`src/hdl/ldc_regs.vh`:
```
// Constants for the load driver command and status word block
`ifndef LDC_REGS_VH
`define LDC_REGS_VH

// ****************************************
// Word geometry
// ****************************************
`define LDC_WORD_BITS        16
`define LDC_COUNT_BITS       5
`define LDC_SWITCH_COUNT     11
`define LDC_STAGE_COUNT      5

// ****************************************
// Command word fields
// ****************************************
`define LDC_CMD_SEL_BIT      0
`define LDC_CMD_SW_LSB       1
`define LDC_CMD_SW_MSB       11
`define LDC_CMD_MON_LSB      12
`define LDC_CMD_MON_MSB      13
`define LDC_CMD_LOCK_BIT     14
`define LDC_CMD_CLEAR_BIT    15
`define LDC_CMD_RESET        16'h0000

// ****************************************
// Monitor codes
// ****************************************
`define LDC_MON_STANDBY      2'h0
`define LDC_MON_POWER_OUTPUT_1         2'h1
`define LDC_MON_POWER_OUTPUT_2         2'h2
`define LDC_MON_POWER_OUTPUT_6         2'h3

// ****************************************
// Status word fields
// ****************************************
`define LDC_ST_FAULT_BIT     0
`define LDC_ST_SW_LSB        1
`define LDC_ST_SW_MSB        11
`define LDC_ST0_THERM_BIT    12
`define LDC_ST0_UNDER_BIT    13
`define LDC_ST0_OVER_BIT     14
`define LDC_ST1_WARN_BIT     12
`define LDC_ST1_PUMP_BIT     13
`define LDC_ST1_UNUSED_BIT   14
`define LDC_ST_MARK_BIT      15
`define LDC_STATUS_RESET     11'h000

// ****************************************
// Timing
// ****************************************
`define LDC_CLK_MHZ          50
`define LDC_WAKE_US          200
`define LDC_SYNC_LAT         16'h0005
`define LDC_WAKE_BITS        16

`endif

```
`src/hdl/ldc_gate.v`:
```
// Per-switch gating of the power stage drive with shoot-through guard
`default_nettype none
`include "ldc_regs.vh"

module ldc_gate (
    input  wire                          clk_i,
    input  wire                          reset_i,
    input  wire                          enable_i,
    input  wire [`LDC_SWITCH_COUNT-1:0]  request_i,
    input  wire [`LDC_SWITCH_COUNT-1:0]  allow_i,
    output reg  [`LDC_STAGE_COUNT-1:0]   low_side_switch_o,
    output reg  [`LDC_STAGE_COUNT:0]     high_side_switch_o
);

    // Request bit k maps to command bit k+1: even k below 10 low side, odd k and k=10 high side
    wire [`LDC_SWITCH_COUNT-1:0] granted;
    assign granted = request_i & allow_i;

    genvar s;
    generate
        for (s = 0; s < `LDC_STAGE_COUNT; s = s + 1) begin : g_stage
            // Both requested: neither conducts, no path from supply to ground
            wire clash;
            assign clash = request_i[2*s] & request_i[2*s+1]; // RULE3
            always @(posedge clk_i or posedge reset_i) begin
                if (reset_i) begin
                    low_side_switch_o[s]  <= 1'b0;
                    high_side_switch_o[s] <= 1'b0;
                end else if (enable_i) begin
                    low_side_switch_o[s]  <= granted[2*s] & ~clash; // RULE1 RULE2
                    high_side_switch_o[s] <= granted[2*s+1] & ~clash; // RULE1 RULE2
                end
            end
        end
    endgenerate

    // Output 6 has only a highside switch
    always @(posedge clk_i or posedge reset_i) begin
        if (reset_i) begin
            high_side_switch_o[`LDC_STAGE_COUNT] <= 1'b0;
        end else if (enable_i) begin
            high_side_switch_o[`LDC_STAGE_COUNT] <= granted[`LDC_SWITCH_COUNT-1]; // RULE1
        end
    end

endmodule

`default_nettype wire

```
`src/hdl/ldc_sync.v`:
```
// Two flip-flop synchroniser for a group of asynchronous inputs
`default_nettype none

module ldc_sync #(
    parameter             WIDTH = 1,
    parameter [WIDTH-1:0] IDLE  = {WIDTH{1'b0}}
) (
    input  wire             clk_i,
    input  wire             reset_i,
    input  wire             enable_i,
    input  wire [WIDTH-1:0] async_i,
    output reg  [WIDTH-1:0] sync_o
);

    reg [WIDTH-1:0] stage_one;

    // First stage feeds only the second stage
    // Reset to the idle level, so no false edge follows reset
    always @(posedge clk_i or posedge reset_i) begin
        if (reset_i) begin
            stage_one <= IDLE;
            sync_o    <= IDLE;
        end else if (enable_i) begin
            stage_one <= async_i;
            sync_o    <= stage_one;
        end
    end

endmodule

`default_nettype wire

```
`src/hdl/ldc_top.v`:
```
// Command word, status words and serial link of the load driver control block
//
// Notes on behaviour
// [RULE1] Command bits 1-11 drive the eleven power switches, low then high per output.
// [RULE2] A one switches on; status bits read one while their condition holds.
// [RULE3] Both switches of one stage requested: neither is allowed to conduct.
// [RULE4] Status bit 0 is the NOR of bits 1-14 of both status words.
// [RULE5] Fault bit appears on the serial output as soon as select goes low.
// [RULE6] Bit 15 of every returned word is constantly high.
// [RULE7] Status word 0 bits 1-11 flag overcurrent per switch, command bit order.
// [RULE8] Status word 1 bits 1-11 flag open load per switch, command bit order.
// [RULE9] Word 0: overvoltage 14, undervoltage 13, thermal 12; word 1: pump 13, warn 12.
// [RULE10] Leaving standby, drivers enable within 200 us of select rising.
// [RULE11] Command bit 0 picks the status word returned in the same transfer.
// [RULE12] Monitor bits both zero give standby: data cleared, outputs floating.
// [RULE13] Lockout bit set: supply faults block all drivers until flags cleared.
// [RULE14] Command bit 15 clears the status flags when select rises.
// [RULE15] Active monitor code 01, 10, 11 routes output 1, 2, 6.
`default_nettype none
`include "ldc_regs.vh"

module ldc_top #(
    parameter WAKE_CYCLES = `LDC_WAKE_US * `LDC_CLK_MHZ
) (
    input  wire                          clk_i,
    input  wire                          reset_i,
    input  wire                          enable_i,
    input  wire                          serial_clock_i,
    input  wire                          chip_select_low_i,
    input  wire                          serial_input_i,
    output reg                           serial_output_o,
    output wire                          serial_output_oe_o,
    input  wire [`LDC_SWITCH_COUNT-1:0]  overcurrent_i,
    input  wire [`LDC_SWITCH_COUNT-1:0]  open_load_i,
    input  wire                          supply_over_i,
    input  wire                          supply_under_i,
    input  wire                          thermal_shutdown_i,
    input  wire                          thermal_warning_i,
    input  wire                          charge_pump_off_i,
    output wire [`LDC_STAGE_COUNT-1:0]   low_side_switch_o,
    output wire [`LDC_STAGE_COUNT:0]     high_side_switch_o,
    output reg                           outputs_enabled_o,
    output reg  [1:0]                    monitor_select_o,
    output reg                           standby_o
);

    // ****************************************
    // Local constants
    // ****************************************
    localparam NSW   = `LDC_SWITCH_COUNT;
    localparam NWORD = `LDC_WORD_BITS;
    localparam NEV   = 2 * NSW + 5;
    localparam [`LDC_WAKE_BITS-1:0] WAKE_LAST =
        WAKE_CYCLES[`LDC_WAKE_BITS-1:0] - `LDC_SYNC_LAT;
    localparam [`LDC_COUNT_BITS-1:0] FULL_COUNT = NWORD[`LDC_COUNT_BITS-1:0];

    // ****************************************
    // Status word assembly
    // ****************************************
    // Builds either status word; fault bit and marker bit added here
    function [NWORD-1:0] status_word;
        input        sel;
        input [NSW-1:0] oc;
        input [NSW-1:0] ol;
        input        ov;
        input        uv;
        input        ts;
        input        tw;
        input        cp;
        input        no_fault;
        reg   [NWORD-1:0] w;
        begin
            w = {NWORD{1'b0}};
            w[`LDC_ST_MARK_BIT]  = 1'b1; // RULE6
            w[`LDC_ST_FAULT_BIT] = no_fault; // RULE4
            if (!sel) begin
                w[`LDC_ST_SW_MSB:`LDC_ST_SW_LSB] = oc; // RULE7
                w[`LDC_ST0_OVER_BIT]  = ov; // RULE9
                w[`LDC_ST0_UNDER_BIT] = uv; // RULE9
                w[`LDC_ST0_THERM_BIT] = ts; // RULE9
            end else begin
                w[`LDC_ST_SW_MSB:`LDC_ST_SW_LSB] = ol; // RULE8
                w[`LDC_ST1_UNUSED_BIT] = 1'b0; // RULE9
                w[`LDC_ST1_PUMP_BIT]   = cp; // RULE9
                w[`LDC_ST1_WARN_BIT]   = tw; // RULE9
            end
            status_word = w;
        end
    endfunction

    // ****************************************
    // Input synchronisers
    // ****************************************
    wire [2:0]     link_sync;
    wire [NEV-1:0] event_sync;

    // Select idles high; link clock and data idle low
    ldc_sync #(
        .WIDTH    (3),
        .IDLE     (3'h2)
    ) u_link_sync (
        .clk_i    (clk_i),
        .reset_i  (reset_i),
        .enable_i (enable_i),
        .async_i  ({serial_input_i, chip_select_low_i, serial_clock_i}),
        .sync_o   (link_sync)
    );

    ldc_sync #(
        .WIDTH    (NEV)
    ) u_event_sync (
        .clk_i    (clk_i),
        .reset_i  (reset_i),
        .enable_i (enable_i),
        .async_i  ({charge_pump_off_i, thermal_warning_i, thermal_shutdown_i,
                    supply_under_i, supply_over_i, open_load_i, overcurrent_i}),
        .sync_o   (event_sync)
    );

    wire           sck      = link_sync[0];
    wire           cs_low_n = link_sync[1];
    wire           din      = link_sync[2];
    wire [NSW-1:0] oc_live  = event_sync[NSW-1:0];
    wire [NSW-1:0] ol_live  = event_sync[2*NSW-1:NSW];
    wire           ov_live  = event_sync[2*NSW];
    wire           uv_live  = event_sync[2*NSW+1];
    wire           ts_live  = event_sync[2*NSW+2];
    wire           tw_live  = event_sync[2*NSW+3];
    wire           cp_live  = event_sync[2*NSW+4];

    // ****************************************
    // Edge detection on the link
    // ****************************************
    reg  sck_prev;
    reg  cs_prev;
    wire sck_rise = sck & ~sck_prev;
    wire sck_fall = ~sck & sck_prev;
    wire cs_fall  = ~cs_low_n & cs_prev;
    wire cs_rise  = cs_low_n & ~cs_prev;

    always @(posedge clk_i or posedge reset_i) begin
        if (reset_i) begin
            sck_prev <= 1'b0;
            cs_prev  <= 1'b1;
        end else if (enable_i) begin
            sck_prev <= sck;
            cs_prev  <= cs_low_n;
        end
    end

    // ****************************************
    // Status flags
    // ****************************************
    reg  [NSW-1:0] oc_flag;
    reg  [NSW-1:0] ol_flag;
    reg            ov_flag;
    reg            uv_flag;
    reg            ts_flag;
    reg            tw_flag;
    reg            cp_flag;
    reg  [NWORD-1:0] in_shift;
    reg  [`LDC_COUNT_BITS-1:0] bit_count;

    wire commit     = cs_rise & (bit_count == FULL_COUNT);
    wire new_standby = (in_shift[`LDC_CMD_MON_MSB:`LDC_CMD_MON_LSB] == `LDC_MON_STANDBY);
    // Clear request of the word being committed, or standby entry
    wire flag_clear = commit & (in_shift[`LDC_CMD_CLEAR_BIT] | new_standby); // RULE14 RULE12

    wire no_fault = ~(|{oc_flag, ol_flag, ov_flag, uv_flag, ts_flag,
                        tw_flag, cp_flag}); // RULE4

    // A condition present in the clearing cycle sets the flag again
    always @(posedge clk_i or posedge reset_i) begin
        if (reset_i) begin
            oc_flag <= `LDC_STATUS_RESET;
            ol_flag <= `LDC_STATUS_RESET;
            ov_flag <= 1'b0;
            uv_flag <= 1'b0;
            ts_flag <= 1'b0;
            tw_flag <= 1'b0;
            cp_flag <= 1'b0;
        end else if (enable_i) begin
            oc_flag <= (flag_clear ? {NSW{1'b0}} : oc_flag) | oc_live; // RULE7 RULE14
            ol_flag <= (flag_clear ? {NSW{1'b0}} : ol_flag) | ol_live; // RULE8 RULE14
            ov_flag <= (ov_flag & ~flag_clear) | ov_live; // RULE9 RULE14
            uv_flag <= (uv_flag & ~flag_clear) | uv_live; // RULE9 RULE14
            ts_flag <= (ts_flag & ~flag_clear) | ts_live; // RULE9 RULE14
            tw_flag <= (tw_flag & ~flag_clear) | tw_live; // RULE9 RULE14
            cp_flag <= (cp_flag & ~flag_clear) | cp_live; // RULE9 RULE14
        end
    end

    // ****************************************
    // Serial receive
    // ****************************************
    // LSB first; bits after the sixteenth are ignored
    always @(posedge clk_i or posedge reset_i) begin
        if (reset_i) begin
            in_shift  <= `LDC_CMD_RESET;
            bit_count <= {`LDC_COUNT_BITS{1'b0}};
        end else if (enable_i) begin
            if (cs_low_n) begin
                bit_count <= {`LDC_COUNT_BITS{1'b0}};
            end else if (sck_rise && bit_count != FULL_COUNT) begin
                in_shift[bit_count[3:0]] <= din;
                bit_count                <= bit_count + 1'b1;
            end
        end
    end

    // ****************************************
    // Command word
    // ****************************************
    // Short frames (fault polling) never touch the command word
    reg [NWORD-1:0] command_word;

    always @(posedge clk_i or posedge reset_i) begin
        if (reset_i) begin
            command_word <= `LDC_CMD_RESET;
        end else if (enable_i && commit) begin
            if (new_standby) begin
                command_word <= `LDC_CMD_RESET; // RULE12
            end else begin
                command_word <= in_shift;
            end
        end
    end

    wire [1:0] mon_code = command_word[`LDC_CMD_MON_MSB:`LDC_CMD_MON_LSB];
    wire       active   = (mon_code != `LDC_MON_STANDBY); // RULE12
    wire       lockout  = command_word[`LDC_CMD_LOCK_BIT];

    // ****************************************
    // Serial transmit
    // ****************************************
    reg [NWORD-1:0] out_shift;
    reg             loaded;

    always @(posedge clk_i or posedge reset_i) begin
        if (reset_i) begin
            out_shift       <= {NWORD{1'b0}};
            loaded          <= 1'b0;
            serial_output_o <= 1'b0;
        end else if (enable_i) begin
            if (cs_low_n) begin
                loaded <= 1'b0;
            end else if (sck_rise && !loaded) begin
                // Select bit arrives with this very edge
                out_shift <= status_word(din, oc_flag, ol_flag, ov_flag, uv_flag,
                                         ts_flag, tw_flag, cp_flag, no_fault); // RULE11
                loaded    <= 1'b1;
            end else if (sck_fall && loaded) begin
                out_shift <= {1'b0, out_shift[NWORD-1:1]};
            end
            if (!loaded || cs_fall) begin
                serial_output_o <= no_fault; // RULE5
            end else begin
                serial_output_o <= out_shift[0];
            end
        end
    end

    // Drives only while selected; floats otherwise
    assign serial_output_oe_o = ~cs_low_n; // RULE5

    // ****************************************
    // Wake-up timer
    // ****************************************
    // Pin-to-driver pipeline latency is taken off the count
    reg [`LDC_WAKE_BITS-1:0] wake_count;
    reg                      awake;

    always @(posedge clk_i or posedge reset_i) begin
        if (reset_i) begin
            wake_count <= {`LDC_WAKE_BITS{1'b0}};
            awake      <= 1'b0;
        end else if (enable_i) begin
            if (!active) begin
                wake_count <= {`LDC_WAKE_BITS{1'b0}};
                awake      <= 1'b0;
            end else if (!awake) begin
                if (wake_count >= WAKE_LAST) begin
                    awake <= 1'b1; // RULE10
                end else begin
                    wake_count <= wake_count + 1'b1;
                end
            end
        end
    end

    // ****************************************
    // Driver enables
    // ****************************************
    wire supply_bad = lockout ? (ov_flag | uv_flag) : (ov_live | uv_live); // RULE13
    wire global_ok  = awake & ~ts_flag & ~supply_bad;
    // Overcurrent on a switch holds only that switch off until cleared
    wire [NSW-1:0] allow = ~oc_flag & {NSW{global_ok}};

    ldc_gate u_gate (
        .clk_i              (clk_i),
        .reset_i            (reset_i),
        .enable_i           (enable_i),
        .request_i          (command_word[`LDC_CMD_SW_MSB:`LDC_CMD_SW_LSB]), // RULE1
        .allow_i            (allow),
        .low_side_switch_o  (low_side_switch_o),
        .high_side_switch_o (high_side_switch_o)
    );

    always @(posedge clk_i or posedge reset_i) begin
        if (reset_i) begin
            outputs_enabled_o <= 1'b0;
            monitor_select_o  <= `LDC_MON_STANDBY;
            standby_o         <= 1'b1;
        end else if (enable_i) begin
            outputs_enabled_o <= global_ok; // RULE10 RULE12
            monitor_select_o  <= mon_code; // RULE15
            standby_o         <= ~active; // RULE12
        end
    end

endmodule

`default_nettype wire

```
`config.mk`:
```
export PLATFORM = sky130hd
export DESIGN_NAME = ldc_top
export DESIGN_NICKNAME = d
export VERILOG_FILES = /design/src/hdl/ldc_gate.v /design/src/hdl/ldc_sync.v /design/src/hdl/ldc_top.v
export VERILOG_INCLUDE_DIRS = /design/src /design/src/hdl
export SDC_FILE = /design/constraint.sdc
export NUM_CORES = 1
export LEC_CHECK = 0
export ABC_AREA = 0
export BUFFER_PORTS_ARGS = -buffer_cell sky130_fd_sc_hd__buf_2
export CORE_MARGIN = 5
export CORE_UTILIZATION = 55
export DETAILED_ROUTE_END_ITERATION = 16
export PLACE_DENSITY_LB_ADDON = 0.3
export SLEW_MARGIN = 20
export SYNTH_ARGS = -nofsm -noshare
export SYNTH_HDL_FRONTEND = slang
export SYNTH_SLANG_ARGS = --single-unit
```
`constraint.sdc`:
```
create_clock -name clk_i -period 10.9 [get_ports clk_i]
set_clock_uncertainty 0.2 [all_clocks]
set_input_delay 0.545 -clock clk_i [delete_from_list [all_inputs] [get_ports clk_i]]
set_output_delay 0.545 -clock clk_i [all_outputs]
set_load 0.01 [all_outputs]
```
==> impl_metrics.py <==
metrics = {
    "yosys": {
        "synth_area_leaders": "dfrtp_1, mux2_2, nand2_1",
        "yosysTopAreaCellShare_pct": 57.5,
        "syn_nets": 661,
        "ys_types": 50,
        "postSynthCellCount": 623,
        "yosysMostFrequentCell": "dfrtp_1",
        "syn_area_um2": 7360,
        "ys_seq_area_share_pct": 58.9,
        "synth_edf_count": 0,
        "synth_ff_type": "dfrtp_1",
        "yosys_register_bits": 173,
        "postSynthAreaPerCell_um2": 11.8,
        "synth_largest_area_cell": "dfrtp_1",
        "synth_common_cells": "dfrtp_1, mux2_2, nand2_1, o21ai_0, clkbuf_1",
        "synthArstFlopShare_pct": 100,
        "yosys_warnings": 0,
    },
    "die": {
        "rows": 42,
        "io_pins": 50,
        "start_util_pct": 55.8,
        "die_w_um": 126,
        "die_h_um": 126,
        "coreArea_um2": 13200,
        "die-area_um2": 15800,
    },
    "run_status": {
        "status": "completed",
    },
    "cts": {
        "h-tree-depth": 4,
        "insertion_delay_ns": 0.43,
        "cts.sinks": 173,
        "ctsLongestPathBuffers": 2,
        "cts-resized-gates": 0,
        "cts_buffers": 17,
        "root_buffer": "clkbuf_16",
        "cts_tree": "done",
        "ctsHoldBuffers": 0,
        "clkTransAtPathRegs_ns": 0.06,
        "post-cts-setup-buffers": 0,
    },
    "route": {
        "route.met2.wl_mm": 7.61,
        "drtPass1Iterations": 5,
        "viasPerCell": 5.93,
        "post-route-drc-count": 0,
        "vias": 5025,
        "m1WireLength_mm": 6.49,
        "routed.top_layer": "met4",
        "drt-total-wl_mm": 15.0,
        "wl_per_cell_um": 17.7,
        "drt_iter0_drc": 453,
        "detail-route-antenna-nets": 0,
        "wl_met3_um": 640,
    },
    "run": {
        "maxCapViolations": 0,
    },
    "final_layout": {
        "n_antenna_cell": 0,
        "finalNetCount": 696,
        "syn2layout_area_growth_pct": 13.7,
        "drive_above_1_share_pct": 26.1,
    },
    "placed_design": {
        "io_buffers": 49,
        "dpl.hpwl_mm": 9.88,
        "globalplace.congestion": 0.843,
    },
    "timing": {
        "tns_ns": 0,
        "setup_viol": 0,
        "hold_violations": 0,
        "slew_headroom_pct": 39.9,
        "holdWs_ns": 0.128,
        "rsz0062_at_grt": "false",
        "post-route-min-period_ns": 2.82,
        "maxSlewViolCount": 0,
        "worstMarginPinSlew_ns": 0.902,
        "finalCritPeriodShare_pct": 25.9,
        "max_freq_mhz": 355,
    },
    "pwr": {
        "powerDensity_nw_per_um2": 206,
        "p_leak_nw": 3.86,
        "irDropWorstVdd_mv": 0.147,
    },
    "worst_hold_path": {
        "hold_class": "in2async",
    },
    "global_route": {
        "grt_pass1_wl_mm": 25.8,
        "grt_pass1_vias": 5131,
        "antenna_found_initial": 0,
        "grt_usage_pct": 20.2,
        "overflow": 0,
        "grt_max_degree": 104,
    },
    "setup_path": {
        "required_ns": 11.01,
        "start_kind": "flip-flop",
        "crit_arrival_ns": 2.93,
        "cp-end-kind": "flip-flop",
        "path_class": "reg2reg",
        "critPathMaxFanout": 27,
    },
}
placed cells by master, fill, tap and decap left out, types with 17 or more instances in the layout:
master,count
clkbuf_16,17
mux2i_1,17
o21ai_0,33
nand3_1,19
mux2_2,78
buf_2,48
a21oi_1,17
a22o_1,30
nor2_1,28
dfrtp_1,169
nand2_1,73
worst paths after layout:
path / from / endpoint / slack [ns] / cells past startpoint
worst max-delay path: bit_count[0] / oc_flag[10] / 8.08 / 7
worst min-delay path: reset_i / u_event_sync.stage_one[22] / 0.13 / 2
worst max register to register: bit_count[0] / oc_flag[10] / 8.08 / 7
worst min register to register: out_shift[5] / out_shift[5] / 0.28 / 2
max in group asynchronous: reset_i / ts_flag / 8.96 / 3
min in group clk_i: charge_pump_off_i / u_event_sync.stage_one[26] / 0.14 / 2
critical path: stages (launching register included):
cell       delay [ns]
dfrtp_1          0.41
inv_1            0.15
ha_1             0.19
nand4bb_1        0.30
nor3_2           0.79
o21ai_1          0.16
buf_4            0.28
a22o_1           0.21
per-layer routing:
metal  vias to the layer above  track usage [%]
met3                        21             4.74
met1                      2544             26.1
met4                         0             8.35
li1                       2330                -
met5                         -                0
met2                       130             33.0
where the power goes:
part / leakage, nW / switching (mW) / internal [mW]
registers: 2.11 / 0.0922 / 0.749
clock network: 0.303 / 0.250 / 0.392
logic: 1.45 / 0.127 / 0.111
cell type report:
class / instances / area, um2
Clock inverter: 12 / 183
Multi-Input combinational cell: 399 / 2830
Clock buffer: 20 / 447
Inverter: 11 / 46.3
Sequential cell: 173 / 4330
Timing Repair Buffer: 56 / 304
Tap cell: 176 / 220
Fill cell: 1003 / 4820
state kept, by name, summed over array words and instances, names as in the netlist, 2 cells and up:
register	flops
u_gate.high_side_switch_o	6
u_event_sync.sync_o	27
u_gate.low_side_switch_o	5
u_event_sync.stage_one	27
oc_flag	11
wake_count	16
u_link_sync.sync_o	3
out_shift	16
ol_flag	11
u_link_sync.stage_one	3
command_word	14
bit_count	5
in_shift	15
monitor_select_o	2
logic make-up (layout without fill, tap and decap cells):
kind of cell	Yosys count	in the layout	share of synthesized area (%)
AO/OA/AOI/OAI	120	120	11.5
adder cells (fa/ha/maj)	5	5	0.850
buffers and inverters	51	99	2.77
flip-flops	173	173	58.9
multiplexers	95	95	14.3
AND/OR/NAND/NOR	179	179	11.8
through the flow:
stage	setup slack [ns]	cells	power (mW)	util, %	cell area, um2
detailed placement	7.42	815	1.09	58.6	7730
finish	8.08	847	1.72	63.4	8370
floorplan	5.47	623	1.01	-	7360
CTS	7.87	847	1.73	63.4	8360
global placement	7.53	815	1.07	58.6	7730
global route	7.84	847	1.81	63.4	8370
Note: power is estimated with default switching activity, not from simulation.
